<file path="src/hw/sram_host_pkg.sv">
// package for the asynchronous static ram host controller
// assumes a single 250 MHz core clock and a 2M x 16 asynchronous memory on the pins
package sram_host_pkg;
   localparam int          ADDR_W          = 21;
   localparam int          DATA_W          = 16;
   localparam int          LANE_W          = 8;
   localparam int          CLK_PERIOD_PS   = 4000;
   // read: address/select to data valid, 12 ns max, sample after it
   localparam int          ACCESS_NS       = 12;
   localparam int          ACCESS_CYC      = (ACCESS_NS * 1000 + CLK_PERIOD_PS - 1) / CLK_PERIOD_PS + 1;
   // write strobe low time, 9 ns min
   localparam int          WR_PULSE_NS     = 9;
   localparam int          WR_PULSE_CYC    = (WR_PULSE_NS * 1000 + CLK_PERIOD_PS - 1) / CLK_PERIOD_PS;
   // bus turnaround after deselect, 7 ns high-z max
   localparam int          TURN_NS         = 7;
   localparam int          TURN_CYC        = (TURN_NS * 1000 + CLK_PERIOD_PS - 1) / CLK_PERIOD_PS;
   // power-up wait, 100 us min
   localparam int          POWER_UP_US     = 100;
   localparam int          POWER_UP_CYC    = (POWER_UP_US * 1000000 + CLK_PERIOD_PS - 1)
                                             / CLK_PERIOD_PS;
   localparam int          CNT_W           = 16;
   localparam logic [1:0]  LANES_NONE      = 2'h0;

   typedef enum logic [2:0] {
      ST_POWER_UP = 3'h0,
      ST_IDLE     = 3'h1,
      ST_READ     = 3'h2,
      ST_WRITE    = 3'h3,
      ST_TURN     = 3'h4
   } state_t;

   // user request: lanes[0] lower byte, lanes[1] upper byte
   typedef struct packed {
      logic                write;
      logic [1:0]          lanes;
      logic [ADDR_W-1:0]   addr;
      logic [DATA_W-1:0]   wdata;
   } req_t;

   // memory strobes, all active low
   typedef struct packed {
      logic                chip_sel_n;
      logic                out_en_n;
      logic                write_n;
      logic                lower_lane_enable_n;
      logic                upper_lane_enable_n;
   } strobes_t;
endpackage : sram_host_pkg

</file>
<file path="src/hw/sram_host.sv">
// host controller for an asynchronous 2M x 16 static ram with byte lanes
// assumes the memory pins are wired straight to the outputs; data pin is split in/out/oe
// assumes the memory's supply is at level when reset is released
module sram_host (
   // clock and reset
   input  wire logic                                   core_clk,
   input  wire logic                                   resetn,
   // user side
   input  wire sram_host_pkg::req_t                    req,
   input  wire logic                                   req_valid,
   output logic                                        req_ready,
   output logic                                        rd_valid,
   output logic [sram_host_pkg::DATA_W-1:0]            rd_data,
   // memory pins
   output sram_host_pkg::strobes_t                     mem_strobes,
   output logic [sram_host_pkg::ADDR_W-1:0]            mem_addr,
   output logic [sram_host_pkg::DATA_W-1:0]            mem_data_out,
   output logic                                        mem_data_oe,
   input  wire logic [sram_host_pkg::DATA_W-1:0]       mem_data_in
);
   // pins at rest: deselected, outputs off, no strobe, no lane
   localparam sram_host_pkg::strobes_t IDLE_STROBES = 5'h1F;

   // sequencer state and its wait counter
   sram_host_pkg::state_t                   state;
   sram_host_pkg::state_t                   next_state;
   // counter wide enough for the power-up wait
   logic [sram_host_pkg::CNT_W-1:0]         cnt;
   logic [sram_host_pkg::CNT_W-1:0]         next_cnt;
   // next values of the registered outputs
   logic                                    next_req_ready;
   logic                                    next_rd_valid;
   logic [sram_host_pkg::DATA_W-1:0]        next_rd_data;
   logic [sram_host_pkg::DATA_W-1:0]        next_mem_data_out;
   sram_host_pkg::strobes_t                 next_mem_strobes;
   logic [sram_host_pkg::ADDR_W-1:0]        next_mem_addr;
   logic                                    next_mem_data_oe;
   // lanes of the access in flight, kept for masking the read word
   logic [1:0]                              lanes_q;
   logic [1:0]                              next_lanes_q;
   // capture stages of the data pins
   logic [sram_host_pkg::DATA_W-1:0]        din_meta;
   logic [sram_host_pkg::DATA_W-1:0]        din_sync;
   logic [sram_host_pkg::DATA_W-1:0]        next_din_meta;
   logic [sram_host_pkg::DATA_W-1:0]        next_din_sync;

   // two-stage capture of the asynchronous data pins
   // the memory has no clock of its own, so its bus is handled like any pin;
   // only the second stage is read by the sequencer
   // the first stage may go metastable; nothing else may read it
   // trade-off: two cycles of latency on every read for a clean sample
   always_comb begin
      next_din_meta = mem_data_in;
      next_din_sync = din_meta;
   end

   // capture registers need no reset: nothing reads them outside a read wait
   always_ff @(posedge core_clk) begin
      din_meta <= next_din_meta;
      din_sync <= next_din_sync;
   end

   // sequencer next values
   // a request is taken only in idle, where ready is high
   // counted from the edge that takes a request:
   //    read   c0 select, output enable, lanes and address go out
   //           c6 word registered, rd_valid pulses, strobes rise
   //           c7 pins quiet while the memory lets go of the bus
   //           c8 ready again
   //    write  c0 select, write strobe, lanes, address and data go out
   //           c3 all strobes rise in one edge, data still driven
   //           c4 data driver released
   //           c5 ready again
   // fixed counts rounded up to whole cycles cost a few ns per access,
   // but need no answer from the memory
   always_comb begin
      // hold by default; the one-cycle pulses fall back to low
      next_state        = state;
      next_cnt          = cnt;
      next_req_ready    = 1'b0;
      next_rd_valid     = 1'b0;
      next_rd_data      = rd_data;
      next_mem_strobes  = mem_strobes;
      next_mem_addr     = mem_addr;
      next_mem_data_out = mem_data_out;
      next_mem_data_oe  = mem_data_oe;
      next_lanes_q      = lanes_q;
      case (state)
         sram_host_pkg::ST_POWER_UP: begin
            // no access until the supply has settled
            // the count starts at reset release; requests are not looked at yet
            // ready rises with the edge that leaves this state
            if (cnt == sram_host_pkg::CNT_W'(sram_host_pkg::POWER_UP_CYC - 1)) begin
               next_state     = sram_host_pkg::ST_IDLE;
               next_req_ready = 1'b1;
               next_cnt       = '0;
            end else begin
               next_cnt = cnt + 1'b1;
            end
         end
         sram_host_pkg::ST_IDLE: begin
            next_req_ready = 1'b1;
            // empty lane set is dropped: it would neither read nor write
            // the requester sees no sign of it, so it must not expect an answer
            if (req_valid && req_ready && req.lanes != sram_host_pkg::LANES_NONE) begin
               // address and lanes stand for the whole access
               next_req_ready   = 1'b0;
               next_mem_addr    = req.addr;
               next_lanes_q     = req.lanes;
               next_cnt         = '0;
               next_mem_strobes.chip_sel_n          = 1'b0;
               next_mem_strobes.lower_lane_enable_n = ~req.lanes[0];
               next_mem_strobes.upper_lane_enable_n = ~req.lanes[1];
               if (req.write) begin
                  // oe stays high so the memory never drives against us
                  next_mem_strobes.write_n = 1'b0;
                  // data goes out with the strobe, so setup spans the whole pulse
                  next_mem_data_out = req.wdata;
                  next_mem_data_oe  = 1'b1;
                  next_state        = sram_host_pkg::ST_WRITE;
               end else begin
                  // write strobe stays high, so the memory drives only here
                  next_mem_strobes.out_en_n = 1'b0;
                  next_state = sram_host_pkg::ST_READ;
               end
            end
         end
         sram_host_pkg::ST_READ: begin
            next_cnt = cnt + 1'b1;
            // strobes stand unchanged while the count runs
            if (cnt == sram_host_pkg::CNT_W'(sram_host_pkg::ACCESS_CYC + 1)) begin
               // extra two cycles cover the input synchroniser
               // a lane left disabled reads as zero, never as a floating pin
               next_rd_data[7:0]  = lanes_q[0] ? din_sync[7:0]  : 8'h00;
               next_rd_data[15:8] = lanes_q[1] ? din_sync[15:8] : 8'h00;
               next_rd_valid      = 1'b1;
               // the strobes rise in the same edge as the word is taken
               next_mem_strobes   = IDLE_STROBES;
               next_cnt           = '0;
               next_state         = sram_host_pkg::ST_TURN;
            end
         end
         sram_host_pkg::ST_WRITE: begin
            next_cnt = cnt + 1'b1;
            // the low time covers the minimum write pulse
            if (cnt == sram_host_pkg::CNT_W'(sram_host_pkg::WR_PULSE_CYC - 1)) begin
               // all strobes rise together; data held one more cycle past that edge
               // one edge ends the write, so the data hold does not depend on
               // which strobe the memory sees rise first
               next_mem_strobes = IDLE_STROBES;
               next_cnt         = '0;
               next_state       = sram_host_pkg::ST_TURN;
            end
         end
         sram_host_pkg::ST_TURN: begin
            // our data driver lets go one cycle after the strobes
            next_mem_data_oe = 1'b0;
            next_cnt = cnt + 1'b1;
            // let the memory's drivers reach high-z before the next access
            // a read that follows at once would otherwise meet the tail of
            // this access on the bus
            if (cnt == sram_host_pkg::CNT_W'(sram_host_pkg::TURN_CYC - 1)) begin
               next_cnt       = '0;
               next_req_ready = 1'b1;
               next_state     = sram_host_pkg::ST_IDLE;
            end
         end
         default: begin
            // an unused code parks the pins and returns to idle
            next_state       = sram_host_pkg::ST_IDLE;
            next_mem_strobes = IDLE_STROBES;
            next_mem_data_oe = 1'b0;
         end
      endcase
   end

   // sequencer registers
   // reset parks the pins deselected, which puts the memory in standby;
   // ready stays low until the power-up wait has run out
   // no clock enable: every register loads on every edge
   always_ff @(posedge core_clk) begin
      if (!resetn) begin
         state        <= sram_host_pkg::ST_POWER_UP;
         cnt          <= '0;
         req_ready    <= 1'b0;
         rd_valid     <= 1'b0;
         rd_data      <= '0;
         mem_strobes  <= IDLE_STROBES;
         mem_addr     <= '0;
         mem_data_out <= '0;
         mem_data_oe  <= 1'b0;
         lanes_q      <= '0;
      end else begin
         // next values are complete for every state
         state        <= next_state;
         cnt          <= next_cnt;
         req_ready    <= next_req_ready;
         rd_valid     <= next_rd_valid;
         rd_data      <= next_rd_data;
         mem_strobes  <= next_mem_strobes;
         mem_addr     <= next_mem_addr;
         mem_data_out <= next_mem_data_out;
         mem_data_oe  <= next_mem_data_oe;
         lanes_q      <= next_lanes_q;
      end
   end
endmodule : sram_host

</file>
<file path="config.mk">
export PLATFORM = sky130hd
export DESIGN_NAME = sram_host
export DESIGN_NICKNAME = d
export VERILOG_FILES = /design/src/hw/sram_host_pkg.sv /design/src/hw/sram_host.sv
export SDC_FILE = /design/constraint.sdc
export NUM_CORES = 1
export LEC_CHECK = 0
export BUFFER_PORTS_ARGS = -buffer_cell sky130_fd_sc_hd__buf_4
export CAP_MARGIN = 20
export CORE_UTILIZATION = 36
export CTS_BUF_LIST = sky130_fd_sc_hd__clkbuf_8
export DETAILED_ROUTE_END_ITERATION = 12
export PLACE_DENSITY = 0.68
export SYNTH_ARGS = -nofsm -noshare
export SYNTH_HDL_FRONTEND = slang
export SYNTH_SLANG_ARGS = --single-unit
</file>
<file path="constraint.sdc">
create_clock -name core_clk -period 1.82 [get_ports core_clk]
set_input_delay 0.273 -clock core_clk [delete_from_list [all_inputs] [get_ports core_clk]]
set_output_delay 0.273 -clock core_clk [all_outputs]
set_load 0.02 [all_outputs]
</file>
==> results by stage, run 1 <==
Synthesis:
- The post-synthesis cell type count is 49.
- The count of flip-flops with a built-in enable after synthesis is 0.
- The synthesized netlist devotes 18.3% of its cell area to compound gates.
- The post-synthesis area per instance is 9.64 sq um.
- The post-synthesis instance total is 415.
- The portion of the post-synthesis area used by sequential elements is 57.1%.
- The arithmetic-cell share of the synthesized area counting full adders, half adders and majority gates is 0.938%.
- The post-synthesis async set-or-reset flop share is 0%.
- The post-synthesis instance area is 4000 sq um.
- For this run, the leading register cell type out of synthesis is dfxtp_1.
- The simple-gate area share of the yosys netlist is 18.3%.
- Counting every net in the synthesized netlist gives 477.
- The mux contribution to synthesized area is 0%.
- Of all cell types, the one taking the most synthesized area is dfxtp_1.
- The most repeated cell in the gate-level netlist after synthesis is dfxtp_1.
- The share of the synthesized area in the top cell type is 57.1%.
- After synthesis, the largest family of logic cells by area is simple AND/OR/NAND/NOR gates.
- The number of storage elements in the synthesis netlist is 114.
- The number of synthesis warnings is 0.
- The xor/xnor share of the synthesized area is 2.41%.
- By area the synthesized netlist is led by dfxtp_1, nand2_1, a21oi_1.
- Sorting the synthesized cells by how often they occur yields dfxtp_1, nand2_1, a21oi_1.

Route:
- The via count is 3534.
- The number of DRC violations after detailed routing is 0.
- The detailed-route wire length is 9880 um.
- The count of nets left with antenna violations once routing finished came out at 0.
- After detailed routing, the average wire length per cell comes to 13.5 um.
- The number of design-rule violations left by the first detailed-router iteration is 234.
- Dividing the detail-routed via count by the number of cells gives 4.83.
- The pre-antenna-repair detailed-routing pass consisted of 4 iterations.

Die:
- The die covers 11500 sq um.
- Once the floorplan was initialized, standard cells occupied 36.9% of the core.
- The area of the core is 10800 sq um.
- The number of core rows is 38.
- From bottom edge to top edge, the die measures 107 um.
- The number of top-level pins is 120.
- Measured along the x axis, the die boundary spans 107 um.

GRT:
- Entering global routing, the biggest net connects 43 pins.
- The via count of the first global-routing pass is 3542.
- The first global-routing pass estimated 16100 um of wire.
- The initial antenna violation count came to 0.
- Global routing finished with a remaining overflow of 0.
- The global routing usage summed across all routing layers is 18.0%.

Final layout:
- The final standard cell count with taps included and fillers excluded is 732.
- The filler cell count is 977.
- The number of antenna cells inserted is 0.
- The area used by sequential logic in the layout is 2290 sq um.
- The post-route netlist has 35.3% of its cells at a drive strength greater than 1.
- The area of the multi-input gates is 1660 sq um.
- The area growth from synthesis to layout is 46.1%.
- Cells fill 53.9% of the core in the end.
- The net count of the finished layout is 641.

Setup path:
- The critical path startpoint category is a flop.
- Data on the critical path is required at its endpoint by 2.14 ns.
- The endpoint identified for the worst register-to-register timing path is cnt[14].
- The cell with the largest stage delay on the worst path is dfxtp_2.
- The source of the worst register-to-register timing path is cnt[1].
- Setup slack on the worst reg-to-reg path comes out at 0.06 ns.
- The logic depth of the worst register-to-register path is 8.
- In this design, the stage delay of the slowest critical-path cell is 0.34 ns.
- For the worst setup path, the data arrival time is 2.07 ns.
- STA classifies the critical path endpoint as a flop.
- The signal on the critical path passes through inv_1 > ha_1 > nor4b_2 > and4_1 > a22o_1 > o21ai_1 > buf_4 > a32o_1.
- The cell family contributing the most delay on the critical path is compound AO/OA/AOI/OAI gates.
- The worst setup path is of the flop to flop kind.
- The largest fanout on the critical path is 6.
- Together, buffers and inverters on the worst path number 2.

Place:
- Port buffering added 119 buffers.
- At the end of routability-driven placement, the weighted congestion stood at 0.852.
- The count of placed standard cells including taps is 683.
- The placed wire-length estimate is 6790 um.

STA:
- The final-report setup violation count is 0.
- The relative slew slack is 68.7%.
- Setup repair after global routing could not meet its margin everywhere.
- The count of pins over their slew limit is 0.
- Of the available clock period, the critical path in the final layout requires 96.6%.
- After routing, the total negative slack on setup checks comes to 0 ns.
- The final-report hold violation count is 0.
- After layout, the minimum clock period comes to 1.76 ns.
- The worst clock skew is 0.0100 ns.
- The final worst hold slack is 0.0868 ns.
- For the pin with the worst max-slew slack, the measured transition is 0.469 ns.
- For this run, the top clock speed supported by timing is 569 MHz.

Status:
- The run finished with clean final reports.

Power:
- The overall power consumption is 5.37 mW.
- For this design the ratio of total power to cell area is 919 nW/um^2.
- For this design the static power due to leakage is 2.44 nW.
- The peak ir drop on the vdd network is 0.725 mV.

Hold path:
- The number of cells on the worst hold path is 3.
- The worst hold path endpoint is mem_addr[2].
- The class of the tightest hold or removal check is primary input to flop.
- The startpoint identified for the worst hold timing path is req[18].

Clock tree:
- The total clock buffers created by CTS is 17.
- CTS built an H-tree with a depth of 4.
- The TritonCTS clock tree is done.
- For this design, the sink count on the clock tree is 114.
- The clock-pin slew of the registers on the worst-case setup and hold paths is 0.08 ns.
- For the worst-skew pair, the clock arrives at the later sink with an insertion delay of 0.43 ns.
- The maximum buffer depth of the clock tree is 2.
- The cell at the root of the clock tree is clkbuf_8.

Job:
- The tool flagged a number of max-cap violations equal to 0.
[power by group]
group / leakage (nW) / switching, mW / internal [mW]
sequential: 0.934 / 0.0332 / 2.56
combinational: 1.30 / 0.177 / 0.211
clock: 0.206 / 1.14 / 1.26
total: 2.44 / 1.35 / 4.03
[worst register-to-register path: cells and delay by family (launching register included)]
| kind | cells | cell delay (ns) |
|---|---|---|
| DFF | 1 | 0.34 |
| AOI/OAI and AO/OA | 3 | 0.48 |
| adders and majority gates | 1 | 0.16 |
| buffers and inverters | 2 | 0.21 |
| and+or+nand+nor | 2 | 0.47 |
[state kept, by name (all words and copies together), names as in the netlist]
name,count
mem_data_oe,1
lanes_q,2
din_sync,16
rd_data,16
rd_valid,1
cnt,16
mem_addr,21
mem_data_out,16
req_ready,1
din_meta,16
mem_strobes,5
state,3
[stage by stage]
stage	area [sq um]	setup slack (ns)
after floorplan	4000	0.0851
after global placement	5190	0.0487
after detailed placement	5190	-0.0115
after CTS	5780	0.00842
after global routing	5850	-0.0236
final	5850	0.0625
[how the worst max path moves through the flow]
stage	startpoint	endpoint	slack, ns	cells after the start
global placement	cnt[15]	cnt[2]	0.05	5
CTS	cnt[1]	cnt[0]	0.008	8
finish	cnt[1]	cnt[14]	0.06	8
detailed placement	cnt[1]	cnt[0]	-0.01	8
global route	cnt[1]	cnt[14]	-0.02	8
floorplan	cnt[1]	cnt[11]	0.09	7
[cell families after synthesis]
group / Yosys count
and+or+nand+nor: 153
DFF: 114
AOI/OAI and AO/OA: 107
buffers and inverters: 27
xor gates and xnor gates: 11
adders and majority gates: 3
[routing by layer]
metal	vias up	GRT usage (%)	wire length [um]
met5	-	0	0
met4	0	8.90	142
met3	10	4.84	476
met2	89	30.5	4890
met1	1652	20.8	4370
li1	1783	-	-
[layout by cell type, fill, tap and decap left out, types with 5 or more instances in the layout]
master / netlist / layout
buf_4: 0 / 149
dfxtp_1: 114 / 109
nand2_1: 92 / 91
a21oi_1: 46 / 45
nor2_1: 18 / 18
a22o_1: 17 / 17
clkbuf_8: 0 / 17
dlygate4sd3_1: 0 / 16
xor2_1: 11 / 11
nand3_1: 7 / 6
inv_1: 5 / 5
and2_1: 7 / 5
nor3_1: 5 / 5
o31ai_1: 5 / 5
o211ai_1: 5 / 5
a21o_1: 5 / 5
inv_6: 0 / 5
[final cells by class]
class / instances / share of cell area (%)
clock buffers: 17 / 4.00
repair buffers: 166 / 22.1
flip-flops and latches: 114 / 39.2
well taps: 140 / 3.00
inverters: 6 / 0.385
multi-input cells: 274 / 28.4
clock inverters: 15 / 2.98
[what timing repair did]
| action | CTS | global route |
|---|---|---|
| buffers inserted | 0 | 1 |
| endpoints found under the hold margin | 16 | 0 |
| pin swaps | 2 | 5 |
| setup endpoints to repair | 9 | 52 |
| resized for setup | 3 | 17 |
| hold buffers | 16 | 0 |
Power figures use the tool's default switching activity.
==> run 2, diff against run 1 <==
--- a/config.mk
+++ b/config.mk
@@ -5,6 +5,7 @@
 export SDC_FILE = /design/constraint.sdc
 export NUM_CORES = 1
 export LEC_CHECK = 0
+export ABC_AREA = 1
 export BUFFER_PORTS_ARGS = -buffer_cell sky130_fd_sc_hd__buf_4
 export CAP_MARGIN = 20
 export CORE_UTILIZATION = 36
==> run 2 against run 1 <==
Die area up 5.6%; register-to-register slack better by 0.06 ns; design area up 0.19%; global-route usage up 0.76 points; via count up 10%; sequential share of layout area down 0.16 points; cell count up 12%; largest power group unchanged; first-iteration DRC count down 6.0%; sequential power about the same; wire length up 8.0%; hold slack worse by 0.019 ns.
==> results by stage, run 2 <==
Setup path:
- The number of buffers and inverters on the critical path is 1 (-1).
- The critical path endpoint category is a flop.
- The required time at the worst-slack endpoint was 2.11 ns (-0.03 ns).
- The number of gates on the worst path with buffers counted is 10 (+2).
- In this run the critical register-to-register path is captured at cnt[11].
- The logic depth of the worst register-to-register path is 10 (+2).
- The most numerous cell type found on the critical path is nand2_1.
- The worst setup slack for register-to-register paths is 0.13 ns (+0.06 ns).
- Grouping stages by cell kind, the critical path spends the most delay in simple AND/OR/NAND/NOR gates.
- The critical path goes through nor2_1 > nand2_1 > nor2_4 > nand2_1 > nand2_1 > nand2_2 > inv_1 > nand2_2 > nand2_1 > a21oi_1.
- The startpoint identified for the worst register-to-register timing path is cnt[11].
- The critical path data arrival time is 1.98 ns (-0.09 ns).
- The critical path startpoint category is a flop.
- The worst setup path is of the flop to flop kind.
- On the critical path, the stage with the largest delay is an instance of dfxtp_1.
- The most critical setup path has its startpoint at cnt[11].
- The delay of the slowest critical-path stage was 0.36 ns (+0.02 ns).
- The largest fanout on the critical path is 8 (+2).
- In this run the worst setup path terminates at cnt[11].

Final layout:
- The share of layout cells above drive strength 1 is 28.3% (-7.0 points).
- The library cell used most frequently in the layout, excluding fill and tap cells, is buf_4.
- The top register by number of flip-flops is mem_addr.
- The final standard cell count with taps included and fillers excluded is 822 (+12%).
- The top cell types in the final layout, fill and taps aside, are buf_4, dfxtp_1, nor2_1.
- The count of nets after finishing is 728 (+14%).
- The area of the multi-input gates is 1740 sq um (+4.6%).
- Compared with the post-synthesis result, the final layout area differs by 38.5%.
- The filler cell count is 1096 (+12%).
- The area used by sequential logic in the layout is 2290 sq um (-0.22%).
- The number of flip-flops in the largest register is 21 (unchanged).
- The number of antenna cells inserted is 0 (unchanged).

STA:
- The total negative setup slack is 0 ns (unchanged).
- Setup repair after global routing left no endpoint under its margin.
- The count of pins over their slew limit is 0 (unchanged).
- The relative slew slack is 66.6% (-2.1 points).
- The achievable frequency is 591 MHz (+3.8%).
- The final-report hold violation count is 0 (unchanged).
- The transition time of the tightest slew-check pin was 0.500 ns (+0.0307 ns).
- The slack of the critical path is 0.127 ns (+0.0645 ns).
- The final-report setup violation count is 0 (unchanged).
- The final critical-path required period was 1.69 ns (-0.0645 ns).
- The worst clock skew is 0.0113 ns (+0.00129 ns).
- The final worst hold slack is 0.0681 ns (-0.0188 ns).
- The share of the clock period used by the worst path is 93.0% (-3.5 points).

Power:
- The relative contribution of combinational cells to total power is 8.8% (+1.6 points).
- The total net switching power came to 1.45 mW (+7.6%).
- The static leakage came to 2.62 nW (+7.4%).
- The power density relative to cell area came to 946 nW/um^2 (+2.9%).
- The cell-internal power came to 4.09 mW (+1.6%).
- The sequential power share was 47.2% (-1.0 points).
- The relative contribution of the clock network to total power came to 44.0% (-0.6 points).
- The overall power consumption came to 5.54 mW (+3.1%).
- The switching power share of the total is 26.2% (+1.1 points).
- The peak ir drop on the vdd network is 0.595 mV (-18%).

Clock tree:
- The H-tree depth reported by CTS was 4 (unchanged).
- The clock-pin slew of the registers on the worst-case setup and hold paths is 0.08 ns (about the same).
- The cell at the root of the clock tree is clkbuf_8.
- The clock insertion delay at the later pin of the skew report is 0.43 ns (about the same).
- The total number of clock tree sinks is 114 (unchanged).
- TritonCTS built the clock tree.
- The maximum buffer depth of the clock tree is 2 (unchanged).
- The total clock buffers created by CTS is 17 (unchanged).
- The number of buffers added for setup after CTS is 0 (unchanged).

Synthesis:
- The most repeated cell in the gate-level netlist after synthesis is dfxtp_1.
- The post-synthesis area per instance is 8.07 sq um (-16%).
- The number of synthesis warnings is 0 (unchanged).
- The largest area contributor in the netlist is dfxtp_1.
- In the synthesized netlist, the cells that appear most often are dfxtp_1, nor2_1, nand2_1.
- The net count after synthesis was 586 (+23%).
- The number of storage elements in the synthesis netlist came to 114 (unchanged).
- The share of the synthesized area in the top cell type came to 54.0% (-3.1 points).
- The post-synthesis instance total is 524 (+26%).
- The post-synthesis instance area was 4230 sq um (+5.7%).
- Yosys attributes the largest share of cell area to dfxtp_1, nor2_1, nand2_1.
- The post-synthesis async set-or-reset flop share is 0% (unchanged).
- The post-synthesis cell type count came to 34 (-31%).
- The count of flip-flops with a built-in enable after synthesis came to 0 (unchanged).
- The portion of the post-synthesis area used by sequential elements is 54.0% (-3.1 points).
- The dominant register cell in the synthesized netlist is dfxtp_1.

Route:
- The number of DRC violations after detailed routing was 0 (unchanged).
- The detailed-route wire length is 10700 um (+8.0%).
- The number of design-rule violations left by the first detailed-router iteration is 220 (-6.0%).
- The average wire per cell in the routed design is 13.0 um (-3.8%).
- The average via count per standard cell came to 4.73 (-2.0%).
- The number of iterations in the first detailed-routing pass was 5 (+1).
- The number of antenna-violating nets in the routed design is 0 (unchanged).
- The via count is 3888 (+10%).

Die:
- The area of the core is 11400 sq um (+5.3%).
- The number of core rows came to 39 (+2.6%).
- The starting density of the core is 37.0% (+0.14 points).
- The die span in x is 110 um (+2.8%).
- The die extent in y is 110 um (+2.8%).
- The number of top-level pins is 120 (unchanged).
- The area of the die is 12200 sq um (+5.6%).

GRT:
- The via count of the first global-routing pass is 3704 (+4.6%).
- The initial antenna violation count is 0 (unchanged).
- The final global-route overflow total is 0 (unchanged).
- The global routing usage summed across all routing layers is 18.7% (+0.76 points).
- The first-pass GRT wire length is 17300 um (+7.8%).
- The largest net degree at the start of global routing is 29 (-33%).

Place:
- The count of input and output buffers was 119 (unchanged).
- The worst slack at placement is 0.128 ns (+0.139 ns).
- The weighted congestion reported at the end of routability-driven placement is 0.919 (+7.9%).
- The placed wire-length estimate was 7400 um (+8.9%).
- The count of placed standard cells including taps was 774 (+13%).

Job:
- The number of maximum-capacitance constraint violations is 0 (unchanged).

Status:
- The flow ran to the end, and the final reports show no timing, DRC or antenna violations.

Hold path:
- The worst hold path belongs to the class primary input to flop.
==> run 2: layout make-up <==
| class | instances | share of cell area, % |
|---|---|---|
| Clock buffer | 18 | 4.23 |
| Clock inverter | 14 | 2.82 |
| Inverter | 32 | 2.09 |
| Multi-Input combinational cell | 357 | 29.6 |
| Sequential cell | 114 | 39.0 |
| Tap cell | 143 | 3.05 |
| Timing Repair Buffer | 144 | 19.1 |
==> run 2: cell families after synthesis <==
| family | Yosys count | share of synthesized area (%) |
|---|---|---|
| xor+xnor | 7 | 1.45 |
| buf+inv | 53 | 5.71 |
| fa+ha+maj | 3 | 0.888 |
| flops | 114 | 54.0 |
| simple gates | 260 | 26.8 |
| compound gates | 87 | 11.2 |
==> run 2: stage by stage <==
stage               cell area, sq um  utilization, %
global route                    5860            51.3
CTS                             5820            51.0
detailed placement              5250            46.0
floorplan                       4230               -
finish                          5860            51.3
global placement                5250            46.0
==> run 2: worst min-delay path by stage <==
stage          slack (ns)           start                to  depth (start not counted)
6_report             0.07         req[11]  mem_data_out[11]                          3
5_1_grt              0.05         req[10]  mem_data_out[10]                          3
4_1_cts              0.04         req[10]  mem_data_out[10]                          3
3_5_place_dp         0.31    din_meta[12]      din_sync[12]                          0
3_3_place_gp         0.31     din_meta[4]       din_sync[4]                          0
2_1_floorplan        0.30  mem_data_in[0]       din_meta[0]                          0
==> run 2: worst min-delay path, stage by stage <==
cell    delay, ns
buf_4        0.08
nor2_2       0.03
nor2_1       0.07
==> run 2: power by group through the flow <==
stage	logic (mW)	clock network [mW]	registers, mW
2_1_floorplan	0.247	0	2.68
3_3_place_gp	0.439	0	2.66
3_5_place_dp	0.448	0	2.67
4_1_cts	0.477	2.50	2.61
5_1_grt	0.536	2.62	2.62
6_report	0.488	2.44	2.61
==> run 2: layer usage <==
metal	share of wire, %	global-route usage [%]
met5	0	0
met1	43	22.7
met2	48	30.2
met4	3.2	9.59
met3	5.2	5.41
==> run 2: timing repair <==
| item | 4_1_cts | 5_1_grt |
|---|---|---|
| setup endpoints to repair | 0 | 22 |
| hold buffers | 16 | 0 |
| resized for setup | 0 | 10 |
| hold endpoints to repair | 16 | 0 |
==> run 3, diff against run 2 <==
--- a/config.mk
+++ b/config.mk
@@ -6,12 +6,12 @@
 export NUM_CORES = 1
 export LEC_CHECK = 0
 export ABC_AREA = 1
-export BUFFER_PORTS_ARGS = -buffer_cell sky130_fd_sc_hd__buf_4
 export CAP_MARGIN = 20
 export CORE_UTILIZATION = 36
 export CTS_BUF_LIST = sky130_fd_sc_hd__clkbuf_8
 export DETAILED_ROUTE_END_ITERATION = 12
-export PLACE_DENSITY = 0.68
+export DONT_BUFFER_PORTS = 1
+export PLACE_DENSITY = 0.59
 export SYNTH_ARGS = -nofsm -noshare
 export SYNTH_HDL_FRONTEND = slang
 export SYNTH_SLANG_ARGS = --single-unit
==> run 3 against run 2 <==
Hold slack got worse by 0.042 ns; core utilization is 6.5 points lower; sequential share of layout area is 5.6 points higher; critical path type unchanged; largest power group unchanged; highest routed layer unchanged.
==> results by stage, run 3 (synthesized netlist as in run 2, its figures left out) <==
Setup path:
- The number of buffers and inverters on the critical path is 0 (-1).
- Walking the worst path, the cells encountered are ha_1 > nand3_1 > nor2_1 > nand3_1 > xnor2_1 > nand2_1 > a21oi_1.
- The cell family contributing the most delay on the critical path is simple AND/OR/NAND/NOR gates.
- The largest fanout on the critical path was 5 (-3).
- The required time at the worst-slack endpoint is 2.15 ns (+0.04 ns).
- The critical path data arrival time is 2.02 ns (+0.04 ns).
- STA classifies the critical path startpoint as a flop.
- The kind of critical path is flop to flop.
- The worst setup path is captured at a flop.
- In this design, the critical path's most frequently occurring cell is nand3_1.
- The cell with the largest stage delay on the worst path is dfxtp_1.
- The delay of the slowest critical-path stage is 0.41 ns (+0.05 ns).

Route:
- The average wire per cell in the routed design is 13.8 um (+6.3%).
- The number of antenna-violating nets in the routed design is 0 (unchanged).
- The number of design-rule violations left by the first detailed-router iteration is 185 (-16%).
- The number of iterations in the first detailed-routing pass is 5 (unchanged).
- The average via count per standard cell came to 4.85 (+2.6%).
- The detailed-route wire length is 10000 um (-6.2%).
- The number of DRC violations after detailed routing is 0 (unchanged).
- The via count was 3519 (-9.5%).

Final layout:
- Leaving out fill and tap cells, the most frequent cell in the layout is dfxtp_1.
- mem_addr holds more flip-flops than any other register.
- The count of nets after finishing is 631 (-13%).
- The number of flip-flops in the largest register is 21 (unchanged).
- In the layout the commonest cells are dfxtp_1, nor2_1, nand2_1.
- The number of antenna cells inserted is 0 (unchanged).
- The area growth from synthesis to layout is 20.9%.
- The share of layout cells above drive strength 1 is 11.7% (-17 points).
- The filler cell count is 1175 (+7.2%).
- The final cell area excluding filler cells is 5110 sq um (-13%).

STA:
- Setup repair after global routing left no endpoint under its margin.
- The worst clock skew is 0.0165 ns (+0.00516 ns).
- The achievable frequency is 591 MHz (about the same).
- The final-report hold violation count is 0 (unchanged).
- The final-report setup violation count is 0 (unchanged).
- The share of the clock period used by the worst path is 93.0% (about the same).
- The final critical-path required period is 1.69 ns (+0.000157 ns).
- The total negative setup slack came to 0 ns (unchanged).
- The transition time of the tightest slew-check pin was 0.525 ns (+0.0248 ns).
- The relative slew slack came to 65.0% (-1.7 points).
- The count of pins over their slew limit is 0 (unchanged).

Clock tree:
- The H-tree depth reported by CTS came to 4 (unchanged).
- The maximum buffer depth of the clock tree was 2 (unchanged).
- The total number of clock tree sinks is 114 (unchanged).
- TritonCTS built the clock tree.
- The tree is rooted in a clkbuf_8.
- The clock insertion delay at the later pin of the skew report is 0.42 ns (about the same).
- The total clock buffers created by CTS is 17 (unchanged).
- The clock-pin slew of the registers on the worst-case setup and hold paths is 0.07 ns (about the same).
- The number of buffers added for setup after CTS is 0 (unchanged).

Place:
- The weighted congestion reported at the end of routability-driven placement is 0.875 (-4.8%).
- The count of input and output buffers came to 0 (-100%).
- The placed wire-length estimate is 6480 um (-12%).
- The post-detailed-placement cell area came to 4360 sq um (-17%).

Power:
- The relative contribution of combinational cells to total power is 7.4% (-1.4 points).
- The peak ir drop on the vdd network is 0.798 mV (+34%).
- The total net switching power is 1.35 mW (-6.8%).
- The power density relative to cell area is 982 nW/um^2 (+3.9%).
- The static leakage is 2.07 nW (-21%).
- The switching power share of the total came to 26.9% (+0.74 points).
- The relative contribution of the clock network to total power was 40.0% (-4.0 points).
- The cell-internal power came to 3.67 mW (-10%).
- The sequential power share was 52.5% (+5.3 points).

Die:
- The area of the core is 11400 sq um (unchanged).
- The die span in x was 110 um (unchanged).
- The die extent in y is 110 um (unchanged).
- The number of top-level pins was 120 (unchanged).
- The number of core rows is 39 (unchanged).
- The area of the die came to 12200 sq um (unchanged).
- The starting density of the core is 37.0% (unchanged).

GRT:
- The via count of the first global-routing pass came to 3299 (-11%).
- The largest net degree at the start of global routing is 61 (+110%).
- The global routing usage summed across all routing layers came to 17.6% (-1.1 points).
- The initial antenna violation count was 0 (unchanged).
- The final global-route overflow total came to 0 (unchanged).
- The first-pass GRT wire length is 16000 um (-7.6%).

Hold path:
- The class of the tightest hold or removal check is primary input to flop.

Job:
- The number of maximum-capacitance constraint violations was 0 (unchanged).

Status:
- The flow ran to the end, and the final reports show no timing, DRC or antenna violations.
[run 3: metrics by stage]
step / hold slack, ns / power (mW) / std cells / setup WS [ns] / utilization, %
global route: 0.00908 / 5.25 / 725 / 0.00186 / 44.8
detailed placement: 0.301 / 2.97 / 655 / 0.115 / 38.2
finish: 0.0260 / 5.02 / 725 / 0.127 / 44.8
global placement: 0.301 / 2.96 / 655 / 0.155 / 38.2
CTS: 0.00114 / 5.08 / 724 / 0.119 / 44.5
floorplan: 0.301 / 2.93 / 524 / 0.363 / -
[run 3: final timing paths]
path	slack, ns	end	depth (start not counted)	from
max	0.13	cnt[14]	7	cnt[1]
min	0.03	mem_data_out[1]	2	req[1]
max reg2reg	0.13	cnt[14]	7	cnt[1]
min reg2reg	0.33	din_sync[8]	0	din_meta[8]
[run 3: final cells by class]
type | instances | area [sq um] | share of cell area (%)
clock buffers | 17 | 234 | 4.58
clock inverters | 15 | 113 | 2.20
inverters | 32 | 124 | 2.42
multi-input cells | 357 | 1720 | 33.7
flip-flops and latches | 114 | 2280 | 44.7
well taps | 143 | 179 | 3.50
repair buffers | 47 | 458 | 8.96
[run 3: worst register-to-register path, delay by kind of cell (launching register included)]
kind            cells  cell delay, ns
flops               1            0.41
xor+xnor            1            0.20
compound gates      1            0.11
fa+ha+maj           1            0.24
simple gates        4            0.66
[run 3: power groups by stage]
| stage | Clock (mW) | Sequential (mW) | Combinational (mW) |
|---|---|---|---|
| final | 2.01 | 2.64 | 0.373 |
| after global routing | 2.18 | 2.65 | 0.416 |
| after CTS | 2.08 | 2.64 | 0.363 |
| after detailed placement | 0 | 2.70 | 0.274 |
| after global placement | 0 | 2.69 | 0.267 |
| after floorplan | 0 | 2.68 | 0.247 |
[run 3: layer usage]
metal  wire (um)  track usage, %  vias up
met5           0               0        -
met2        4670            27.8      123
li1            -               -     1780
met1        4280            20.6     1596
met3         687            5.88       20
met4         367            10.8        0
[run 3: what timing repair did]
item,in CTS,in global routing
endpoints found under the setup margin,0,10
hold buffers,37,1
gates resized for setup,0,5
endpoints found under the hold margin,76,1
